### src/include/trg_params.svh
// constants of the transfer request generator
//=============================================================
// Overview of operation
// - every request carries source, destination, count and both address modes
// - cpu access to internal, control registers or on-chip sram issues nothing
// - uncached external access or uncached-l2 write l1 miss issues one element
// - l2 off, cacheable read miss issues one 64 byte l1 line request
// - l2 on, l2 miss fills the line with two 64 byte requests
// - access hitting an allocated line issues no request
// - dirty victim on allocation is written back with one request
// - quick dma write issues one block or frame request in one cycle
// - each channel event issues exactly one request from its parameter set
// - 1d/1d channel moves one element, or one frame when frame sync set
// - other channels move one array, or (arrays+1) times elements
// - host port holds eight word read and write fifos
// - host access without auto increment issues a one word request
// - auto increment read with empty read fifo issues eight words
// - auto read, fifo at most half, nothing outstanding issues four words
// - every fourth auto increment write issues four words
// - pci keeps 16 word buffers for each of four traffic kinds
// - pci slave access to non-prefetchable memory issues one word
// - pci prefetchable slave write over quarter full issues min(4, size)
// - pci slave read: empty buffer min(16,size), below 3/4 min(4,rest)
// - pci master write like slave read; master read over 1/4 issues min(4,rest)
// - mac has three 64 byte buffers each way, requests at most 16 words
`ifndef TRG_PARAMS_SVH
`define TRG_PARAMS_SVH
`define TRG_NSRC 6
`define TRG_ADDR_CTRL 4'h0
`define TRG_ADDR_STAT 4'h4
`define TRG_ADDR_CNT 4'h8
`define TRG_CTRL_L2EN 0
`define TRG_CTRL_RST 32'h00000000
`define TRG_LINE_OFS 7
`define TRG_L1_MASK 32'hffffffc0
`define TRG_HALF_BYTES 32'h00000040
`define TRG_ONE 32'h00000001
`define TRG_L1_WORDS 32'h00000010
`define TRG_HALF_WORDS 32'h00000010
`define TRG_LINE_WORDS 32'h00000020
`define TRG_HOST_BURST 32'h00000008
`define TRG_HOST_QUAD 32'h00000004
`define TRG_HOST_HALF 4'h4
`define TRG_HOST_LAST 2'h3
`define TRG_PCI_BURST 32'h00000010
`define TRG_PCI_QUAD 32'h00000004
`define TRG_PCI_QTR 5'h04
`define TRG_PCI_3QTR 5'h0c
`define TRG_MAC_MAX 32'h00000010
`define TRG_ID_MAC 3'h5
`endif

### src/include/trg_pkg.sv
// types of the transfer request generator
package trg_pkg;
	typedef enum logic [1:0] {TRG_FIXED, TRG_INCR, TRG_DECR, TRG_INDEX} trg_mode_t;
	typedef struct packed {
		logic [31:0] src;
		logic [31:0] dst;
		logic [31:0] cnt;
		trg_mode_t srcMode;
		trg_mode_t dstMode;
	} trg_desc_t;
	typedef enum logic [2:0] {TRG_RG_INTREG, TRG_RG_CFGREG, TRG_RG_SRAM, TRG_RG_EXT_NC, TRG_RG_EXT_C} trg_region_t;
	typedef struct packed {
		trg_region_t region;
		logic write;
		logic l1Hit;
		logic [31:0] addr;
	} trg_cpu_t;
	typedef struct packed {
		trg_desc_t base;
		logic [15:0] elemCnt;
		logic [15:0] arrCnt;
		logic oneDim;
		logic frameSyncSelect;
	} trg_chan_t;
	typedef enum logic [1:0] {TRG_PCI_SLV_RD, TRG_PCI_SLV_WR, TRG_PCI_MST_RD, TRG_PCI_MST_WR} trg_pcikind_t;
	typedef struct packed {
		trg_pcikind_t kind;
		logic pref;
		logic [4:0] lvl;
		logic [31:0] rem;
	} trg_pciacc_t;
endpackage

### src/rtl/trg_request_gen.sv
// transfer request generation for cache, quick dma, channels, host, pci and mac
`timescale 1ns/1ps
`default_nettype none
`include "trg_params.svh"
module trg_request_gen #(
	parameter int NCH = 4,
	parameter int L2_SETS = 4,
	parameter int HOST_FIFO_WORDS = 8,
	parameter int PCI_BUF_WORDS = 16
) (
	// clock and reset
	input wire logic mclk,
	input wire logic sys_rst,
	// register port
	input wire logic [3:0] regAddr,
	input wire logic [31:0] regWdata,
	input wire logic regWr,
	input wire logic regRd,
	output logic [31:0] regRdata,
	// cpu access to the cache controller
	input wire logic cpuReq,
	input wire trg_pkg::trg_cpu_t cpuAcc,
	output logic cpuReady,
	// quick dma request
	input wire logic qdmaWr,
	input wire trg_pkg::trg_desc_t qdmaDesc,
	output logic qdmaReady,
	// channel events and parameter sets
	input wire logic [NCH-1:0] chEvent,
	input wire trg_pkg::trg_chan_t [NCH-1:0] chParam,
	// host port
	input wire logic hostAcc,
	input wire logic hostWrite,
	input wire logic hostAutoInc,
	input wire trg_pkg::trg_desc_t hostDesc,
	output logic hostReady,
	output logic [3:0] hostRdLevel,
	output logic [1:0] hostWrCount,
	// pci port
	input wire logic pciAcc,
	input wire trg_pkg::trg_pciacc_t pciInfo,
	input wire trg_pkg::trg_desc_t pciDesc,
	output logic pciReady,
	// ethernet mac requestor
	input wire logic emacReq,
	input wire trg_pkg::trg_desc_t emacDesc,
	output logic emacReady,
	// transfer request bus
	output logic trValid,
	input wire logic trReady,
	output trg_pkg::trg_desc_t trOut,
	output logic [2:0] trSrc
);
	import trg_pkg::*;
	localparam int IDXW = $clog2(L2_SETS);
	localparam int TAGW = 32 - `TRG_LINE_OFS - IDXW;
	localparam logic [`TRG_NSRC-1:0] ONE_S = {{(`TRG_NSRC-1){1'b0}}, 1'b1};
	localparam logic [NCH-1:0] ONE_C = {{(NCH-1){1'b0}}, 1'b1};
	typedef enum logic [1:0] {TRG_L2_IDLE, TRG_L2_FILL0, TRG_L2_FILL1} trg_l2st_t;

	// builds a contiguous request
	function automatic trg_desc_t mkDesc(input logic [31:0] a, input logic [31:0] n, input trg_mode_t m);
		trg_desc_t d;
		d.src = a;
		d.dst = a;
		d.cnt = n;
		d.srcMode = m;
		d.dstMode = m;
		return d;
	endfunction

	// request size of one channel event
	function automatic logic [31:0] chCount(input trg_chan_t p);
		logic [31:0] n;
		n = {16'h0000, p.elemCnt};
		if (p.oneDim && !p.frameSyncSelect)
			n = `TRG_ONE;
		else if (!p.oneDim && p.frameSyncSelect)
			n = ({16'h0000, p.arrCnt} + `TRG_ONE) * {16'h0000, p.elemCnt};
		return n;
	endfunction

	// smaller of a remaining size and a burst
	function automatic logic [31:0] capTo(input logic [31:0] r, input logic [31:0] b);
		return (r < b) ? r : b;
	endfunction

	//=============================================================
	// request slots and state
	//=============================================================
	logic [31:0] ctrl_r, trCnt_r, regRdata_r;
	logic [`TRG_NSRC-1:0] pend_r, ld, lowP, grant;
	trg_desc_t desc_r [`TRG_NSRC];
	trg_desc_t newDesc [`TRG_NSRC];
	trg_desc_t selDesc, out_r;
	logic [2:0] selId, trSrc_r;
	logic outValid_r, take;
	trg_l2st_t l2St_r, l2St_nxt;
	logic [31:0] lineAddr_r;
	logic [TAGW-1:0] tag_r [L2_SETS];
	logic [L2_SETS-1:0] vld_r, dirty_r;
	logic [NCH-1:0] evt_r, lowE;
	logic [3:0] rdLvl_r;
	logic [1:0] wrCnt_r;
	logic hostRd_r;

	//=============================================================
	// cache controller decode
	//=============================================================
	wire [IDXW-1:0] idx = cpuAcc.addr[`TRG_LINE_OFS +: IDXW];
	wire [TAGW-1:0] tagIn = cpuAcc.addr[31 -: TAGW];
	wire l2En = ctrl_r[`TRG_CTRL_L2EN];
	wire cpuTake = cpuReq & cpuReady;
	wire isExtC = cpuAcc.region == TRG_RG_EXT_C;
	wire l2Hit = vld_r[idx] & (tag_r[idx] == tagIn);
	wire ncSingle = (cpuAcc.region == TRG_RG_EXT_NC) | (isExtC & !l2En & cpuAcc.write & !cpuAcc.l1Hit);
	wire l1Fill = isExtC & !l2En & !cpuAcc.write & !cpuAcc.l1Hit;
	wire l2Miss = isExtC & l2En & !cpuAcc.l1Hit & !l2Hit;
	wire wbNeed = l2Miss & vld_r[idx] & dirty_r[idx];
	wire [31:0] lineIn = {cpuAcc.addr[31:`TRG_LINE_OFS], {`TRG_LINE_OFS{1'b0}}};
	wire [31:0] victim = {tag_r[idx], idx, {`TRG_LINE_OFS{1'b0}}};
	assign cpuReady = (l2St_r == TRG_L2_IDLE) & !pend_r[0];

	// slot 0 loads from the cache controller
	// local spaces issue nothing
	assign ld[0] = (cpuTake & (ncSingle | l1Fill | l2Miss)) | ((l2St_r != TRG_L2_IDLE) & !pend_r[0]);
	always_comb
	begin
		l2St_nxt = l2St_r;
		newDesc[0] = mkDesc(lineAddr_r, `TRG_HALF_WORDS, TRG_INCR);
		unique case (l2St_r)
			TRG_L2_IDLE:
			begin
				if (ncSingle)
					newDesc[0] = mkDesc(cpuAcc.addr, `TRG_ONE, TRG_FIXED);
				else if (l1Fill)
					newDesc[0] = mkDesc(cpuAcc.addr & `TRG_L1_MASK, `TRG_L1_WORDS, TRG_INCR);
				else if (wbNeed)
					newDesc[0] = mkDesc(victim, `TRG_LINE_WORDS, TRG_INCR);
				else
					newDesc[0] = mkDesc(lineIn, `TRG_HALF_WORDS, TRG_INCR);
				if (cpuTake && l2Miss)
					l2St_nxt = wbNeed ? TRG_L2_FILL0 : TRG_L2_FILL1;
			end
			TRG_L2_FILL0:
				if (!pend_r[0])
					l2St_nxt = TRG_L2_FILL1;
			TRG_L2_FILL1:
			begin
				newDesc[0] = mkDesc(lineAddr_r + `TRG_HALF_BYTES, `TRG_HALF_WORDS, TRG_INCR);
				if (!pend_r[0])
					l2St_nxt = TRG_L2_IDLE;
			end
		endcase
	end

	// cache state and line tags
	always_ff @(posedge mclk or posedge sys_rst)
	begin
		if (sys_rst)
		begin
			l2St_r <= TRG_L2_IDLE;
			lineAddr_r <= 32'h00000000;
			vld_r <= '0;
			dirty_r <= '0;
			for (int i = 0; i < L2_SETS; i++)
				tag_r[i] <= '0;
		end
		else
		begin
			l2St_r <= l2St_nxt;
			if (cpuTake && l2Miss)
			begin
				lineAddr_r <= lineIn;
				tag_r[idx] <= tagIn;
				vld_r[idx] <= 1'b1;
				dirty_r[idx] <= cpuAcc.write;
			end
			// hits stay local, writes that miss l1 mark the line
			else if (cpuTake && isExtC && l2En && !cpuAcc.l1Hit && cpuAcc.write)
				dirty_r[idx] <= 1'b1;
		end
	end

	//=============================================================
	// quick dma and channel events
	//=============================================================
	// quick dma lands in its slot in one cycle
	assign qdmaReady = !pend_r[1];
	assign ld[1] = qdmaWr & qdmaReady;
	assign newDesc[1] = qdmaDesc;

	// one request per latched event, lowest channel first
	assign lowE = evt_r & (~evt_r + ONE_C);
	assign ld[2] = (|evt_r) & !pend_r[2];
	always_comb
	begin
		newDesc[2] = chParam[0].base;
		for (int i = 0; i < NCH; i++)
			if (lowE[i])
			begin
				newDesc[2] = chParam[i].base;
				// size from dimensions and frame sync
				newDesc[2].cnt = chCount(chParam[i]);
			end
	end
	// a new event wins over the clear of the same channel
	always_ff @(posedge mclk or posedge sys_rst)
	begin
		if (sys_rst)
			evt_r <= '0;
		else
			evt_r <= (evt_r & ~(ld[2] ? lowE : '0)) | chEvent;
	end

	//=============================================================
	// host port
	//=============================================================
	wire hostAutoRd = hostAutoInc & !hostWrite;
	wire hostTake = hostAcc & hostReady;
	wire hostPop = hostTake & hostAutoRd & (rdLvl_r != 4'h0);
	wire hostFill = grant[3] & hostRd_r;
	assign hostReady = !pend_r[3] | (hostAutoRd & rdLvl_r != 4'h0) | (hostAutoInc & hostWrite & wrCnt_r != `TRG_HOST_LAST);
	assign ld[3] = hostTake & (!hostAutoInc | (hostAutoRd & (rdLvl_r == 4'h0 | (rdLvl_r <= `TRG_HOST_HALF & !pend_r[3])))
		| (hostAutoInc & hostWrite & wrCnt_r == `TRG_HOST_LAST));
	always_comb
	begin
		newDesc[3] = hostDesc;
		// single word when not auto incrementing
		newDesc[3].cnt = `TRG_ONE;
		if (hostAutoRd && rdLvl_r == 4'h0)
			newDesc[3].cnt = `TRG_HOST_BURST;
		// half empty read or fourth write moves four
		else if (hostAutoInc)
			newDesc[3].cnt = `TRG_HOST_QUAD;
	end
	// read fifo level and write grouping
	always_ff @(posedge mclk or posedge sys_rst)
	begin
		if (sys_rst)
		begin
			rdLvl_r <= 4'h0;
			wrCnt_r <= 2'h0;
			hostRd_r <= 1'b0;
		end
		else
		begin
			rdLvl_r <= rdLvl_r + (hostFill ? desc_r[3].cnt[3:0] : 4'h0) - (hostPop ? 4'h1 : 4'h0);
			if (hostTake && hostAutoInc && hostWrite)
				wrCnt_r <= wrCnt_r + 2'h1;
			// single word reads go straight to the host, only auto reads refill the fifo
			if (ld[3])
				hostRd_r <= hostAutoRd;
		end
	end
	assign hostRdLevel = rdLvl_r;
	assign hostWrCount = wrCnt_r;

	//=============================================================
	// pci port
	//=============================================================
	// buffer levels count up to the 16 word buffers
	wire [31:0] pciQuad = capTo(pciInfo.rem, `TRG_PCI_QUAD);
	wire [31:0] pciBurst = capTo(pciInfo.rem, `TRG_PCI_BURST);
	wire pciSlave = (pciInfo.kind == TRG_PCI_SLV_RD) | (pciInfo.kind == TRG_PCI_SLV_WR);
	wire pciFirstKind = (pciInfo.kind == TRG_PCI_SLV_RD) | (pciInfo.kind == TRG_PCI_MST_WR);
	wire pciOverQtr = pciInfo.lvl > `TRG_PCI_QTR;
	wire pciEmpty = pciInfo.lvl == 5'h00;
	// non-prefetchable slave access moves one word
	wire pciOne = pciSlave & !pciInfo.pref;
	wire pciFirst = !pciOne & pciFirstKind & pciEmpty;
	wire pciLater = !pciOne & pciFirstKind & !pciEmpty & (pciInfo.lvl < `TRG_PCI_3QTR);
	// drain side once over a quarter
	wire pciDrain = !pciOne & !pciFirstKind & pciOverQtr;
	assign pciReady = !pend_r[4];
	assign ld[4] = pciAcc & pciReady & (pciOne | pciFirst | pciLater | pciDrain);
	always_comb
	begin
		newDesc[4] = pciDesc;
		newDesc[4].cnt = pciOne ? `TRG_ONE : (pciFirst ? pciBurst : pciQuad);
	end

	//=============================================================
	// ethernet mac
	//=============================================================
	// requests clipped to one 64 byte buffer
	assign emacReady = !pend_r[5];
	assign ld[5] = emacReq & emacReady;
	always_comb
	begin
		newDesc[5] = emacDesc;
		newDesc[5].cnt = capTo(emacDesc.cnt, `TRG_MAC_MAX);
	end

	//=============================================================
	// slots and request bus output
	//=============================================================
	// each slot holds a full descriptor until granted
	genvar s;
	generate
		for (s = 0; s < `TRG_NSRC; s++)
		begin : g_slot
			always_ff @(posedge mclk or posedge sys_rst)
			begin
				if (sys_rst)
				begin
					pend_r[s] <= 1'b0;
					desc_r[s] <= '0;
				end
				else
				begin
					pend_r[s] <= ld[s] | (pend_r[s] & !grant[s]);
					if (ld[s])
						desc_r[s] <= newDesc[s];
				end
			end
		end
	endgenerate

	// lowest pending slot wins the bus
	assign take = !outValid_r | trReady;
	assign lowP = pend_r & (~pend_r + ONE_S);
	assign grant = take ? lowP : '0;
	always_comb
	begin
		selDesc = desc_r[0];
		selId = 3'h0;
		for (int i = 0; i < `TRG_NSRC; i++)
			if (lowP[i])
			begin
				selDesc = desc_r[i];
				selId = 3'(i);
			end
	end
	always_ff @(posedge mclk or posedge sys_rst)
	begin
		if (sys_rst)
		begin
			outValid_r <= 1'b0;
			out_r <= '0;
			trSrc_r <= 3'h0;
		end
		else if (take)
		begin
			outValid_r <= |pend_r;
			out_r <= selDesc;
			trSrc_r <= selId;
		end
	end
	assign trValid = outValid_r;
	assign trOut = out_r;
	assign trSrc = trSrc_r;

	//=============================================================
	// register port
	//=============================================================
	always_ff @(posedge mclk or posedge sys_rst)
	begin
		if (sys_rst)
		begin
			ctrl_r <= `TRG_CTRL_RST;
			trCnt_r <= 32'h00000000;
			regRdata_r <= 32'h00000000;
		end
		else
		begin
			if (regWr && regAddr == `TRG_ADDR_CTRL)
				ctrl_r <= regWdata;
			if (trValid && trReady)
				trCnt_r <= trCnt_r + 32'h00000001;
			unique case (1'b1)
				regRd && regAddr == `TRG_ADDR_CTRL: regRdata_r <= ctrl_r;
				regRd && regAddr == `TRG_ADDR_STAT: regRdata_r <= {20'h00000, rdLvl_r, l2St_r, pend_r};
				regRd && regAddr == `TRG_ADDR_CNT: regRdata_r <= trCnt_r;
				default: regRdata_r <= 32'h00000000;
			endcase
		end
	end
	assign regRdata = regRdata_r;
endmodule
`default_nettype wire

### config.mk
export PLATFORM = sky130hd
export DESIGN_NAME = trg_request_gen
export DESIGN_NICKNAME = d
export VERILOG_FILES = /design/src/include/trg_pkg.sv /design/src/rtl/trg_request_gen.sv
export VERILOG_INCLUDE_DIRS = /design/src /design/src/include
export SDC_FILE = /design/constraint.sdc
export NUM_CORES = 2
export LEC_CHECK = 0
export ABC_CLOCK_PERIOD_IN_PS = 73900
export BUFFER_PORTS_ARGS = -buffer_cell sky130_fd_sc_hd__buf_4
export CAP_MARGIN = 20
export CORE_AREA = 2 2 466 468
export DETAILED_ROUTE_END_ITERATION = 10
export DIE_AREA = 0 0 468 470
export GPL_TIMING_DRIVEN = 0
export PLACE_DENSITY = 0.64
export SYNTH_ARGS = -nofsm -noshare
export SYNTH_HDL_FRONTEND = slang
export SYNTH_SLANG_ARGS = --single-unit
### constraint.sdc
create_clock -name mclk -period 73.9 [get_ports mclk]
set_input_delay 22.17 -clock mclk [delete_from_list [all_inputs] [get_ports mclk]]
set_output_delay 22.17 -clock mclk [all_outputs]
set_load 0.03 [all_outputs]
==> results.ini <==
[run_status]
status = complete, no violations

[sta]
period_minus_slack_ns = 45.22
drv_slew = 0
final.setup.worst_slack_ns = 28.68
worst_pin_slew_ns = 1.27
fin_tns_setup_ns = 0
rsz0062_at_grt = no
final-hold-violation-count = 0
fin_hold_ws_ns = 0.463
setup_violations = 0
max_clock_freq_mhz = 22.1
period_share_pct = 61.2
slew_headroom_pct = 15.0
finalClockSkew_ns = 0.0594

[global_routing]
grt_pass1_wl_um = 493000
grt.overflow.total = 0
grt_use_total_pct = 31.4
grt_max_degree = 129
antenna_found_initial = 97
grt_pass1_vias = 68000

[placed_design]
dp.cells = 11900
pre_cts_ws_ns = 28.73
hpwl_um = 290000
io_buffers = 1020
gp_congestion = 1.02

[drt]
first_pass_iters = 6
avgRoutedWirePerCell_um = 28.9
drtIter0Drc = 6312
drc = 0
drtAntennaViolNets = 0
via_per_inst = 5.47
vias = 66400
drt-total-wl_um = 351000

[worst_setup_path]
worstPathRequired_ns = 51.73
crit_slowest_cell = o21ai_0
path_buf_inv = 2
reg2reg_depth = 13
cp.depth = 4
crit_type = input port to primary output
start_kind = input port
slowest_delay_ns = 0.32
crit_arrival_ns = 23.05
cp_cell_sequence = buf_4 > o21ai_0 > o21ai_0 > buf_4
crit_path_end_kind = primary output
cp_top_family = compound AO/OA/AOI/OAI gates
cp_max_fo = 6

[cells_and_area]
final_layout_size_suffix_gt1_share_pct = 17.7
fillers = 21000
area_growth_pct = 19.9
num-nets-final = 11500
fin_cells = 12100

[synthesis]
synth_top_area_share_pct = 27.9
syn_nets = 10300
ys_seq_elements = 851
synth_warnings = 0
synth_cell_types = 84
synthTopCellsByArea = dfrtp_1 (28%), fa_1 (22%), ha_1 (6.9%)
yosysMostFrequentCell = nand2_1
ys.flop_type = dfrtp_1
syn_inst = 8010
synthTopCellsByCount = nand2_1 (1,251), inv_1 (993), dfrtp_1 (851)
synth-edff-count = 0
synthArstFlopShare_pct = 100
synth_area_per_cell_um2 = 9.54
synth-seq-area-share_pct = 27.9
netlist_area_um2 = 76400
synth_top_area_cell = dfrtp_1

[die]
initial_utilization_pct = 35.4
die_h_um = 470
dieWidth_um = 468
ios = 1212
coreArea_um2 = 216000
rows = 171
die_area_um2 = 220000

[pwr]
max-vdd-ir-drop_mv = 0.0926
leakagePower_nw = 44.8
power_density_nw_per_um2 = 47.0

[clock_network]
postCtsHoldBufs = 0
cts_tree = built
cts_sinks = 851
numCtsBuffers = 90
cts_resized = 0
clk_latency_ns = 0.73
cts_setup_buffers = 0
clkSlewWorstSetupHoldPaths_ns = 0.06
cts_max_level = 3
clock_path_buffers = 3
root_buffer = clkbuf_16

[min_path]
worstHoldPathCells = 1
worst_hold_path_type = flop to flop

[run]
cap_violations = 0

worst paths after layout:
path | slack (ns) | to | start
worst min-delay path | 0.46 | vld_r[1]$_DFFE_PP0P_ | vld_r[1]$_DFFE_PP0P_
min in group asynchronous | 21.49 | ctrl_r[28]$_DFFE_PP0P_ | sys_rst
worst max register to register | 69.49 | hostRdLevel[3]$_DFF_PP0_ | trValid$_DFFE_PP0N_
max in group asynchronous | 49.18 | desc_r[337]$_DFFE_PP0P_ | sys_rst
worst min register to register | 0.46 | vld_r[1]$_DFFE_PP0P_ | vld_r[1]$_DFFE_PP0P_
worst max-delay path | 28.68 | hostReady | hostWrite
final cells by class:
type | instances | area (um2) | share of cell area, %
Inverter | 995 | 3740 | 4.08
Antenna cell | 58 | 145 | 0.158
Clock inverter | 31 | 596 | 0.650
Buffer | 450 | 1910 | 2.09
Sequential cell | 851 | 21300 | 23.2
Tap cell | 2854 | 3570 | 3.90
Multi-Input combinational cell | 5714 | 49500 | 54.0
Timing Repair Buffer | 1052 | 8250 | 9.00
Clock buffer | 135 | 2650 | 2.89
metal layers:
metal  vias up  part of all wire [%]  GRT usage, %  routed length, um
met3       958                   7.7          6.34              27000
met4        42                    10          26.9              36100
met2      3355                    47          50.7             163000
li1      28400                     -             -                  -
met1     33600                    35          35.5             124000
met5         -                 0.090             0                316
sequential cells by signal (all words and copies together) (netlist names), 6 cells and up:
| signal | count |
|---|---|
| desc_r | 507 |
| trOut | 100 |
| tag_r | 92 |
| ctrl_r | 32 |
| regRdata | 32 |
| trCnt_r | 32 |
| lineAddr_r | 25 |
| pend_r | 6 |
cells in the final DEF, fill, tap and decap left out, types with 57 or more instances in the layout:
| cell type | n |
|---|---|
| fa_1 | 829 |
| nand3_1 | 66 |
| a21oi_1 | 313 |
| o21ai_0 | 300 |
| nor2_1 | 359 |
| mux2i_1 | 115 |
| ha_1 | 420 |
| a31oi_1 | 64 |
| buf_4 | 1023 |
| diode_2 | 58 |
| inv_1 | 992 |
| a211oi_1 | 125 |
| and2_1 | 464 |
| xnor2_1 | 169 |
| nor2b_1 | 125 |
| clkbuf_1 | 407 |
| nand2_1 | 1251 |
| nor3_1 | 69 |
| clkbuf_16 | 90 |
| xor2_1 | 57 |
| dfrtp_1 | 851 |
| mux2_2 | 316 |
| mux2_4 | 57 |
worst register-to-register path, cell delays in order, from the launching register on:
cell	delay, ns
dfrtp_1	0.55
nand2b_1	0.16
clkbuf_1	0.31
buf_8	0.24
clkbuf_1	0.73
clkbuf_1	0.87
nand4_1	0.26
ha_1	0.30
inv_1	0.06
ha_1	0.22
a21o_1	0.17
a21oi_1	0.17
xnor2_1	0.16
xnor2_1	0.14
metrics by stage:
step / total power, mW / utilization [%] / area, um2
6_report: 4.31 / 42.5 / 91600
5_1_grt: 4.62 / 42.5 / 91600
4_1_cts: 4.27 / 42.4 / 91400
3_5_place_dp: 3.75 / 40.9 / 88200
3_3_place_gp: 3.71 / 40.6 / 87600
2_1_floorplan: 2.68 / - / 76400
kinds of logic after synthesis:
| logic type | after synthesis | share of synthesized area (%) |
|---|---|---|
| buf+inv | 1445 | 7.38 |
| compound gates | 1197 | 10.1 |
| fa+ha+maj | 1249 | 28.6 |
| mux | 531 | 8.34 |
| xor+xnor | 226 | 2.59 |
| simple gates | 2511 | 15.2 |
| flops | 851 | 27.9 |
report_power, final:
part	internal, mW	switching, mW	total [mW]
sequential	0.600	0.118	0.718
combinational	1.17	1.92	3.09
clock	0.287	0.212	0.500
total	2.06	2.25	4.31
Note: power is estimated with default switching activity, not from simulation.
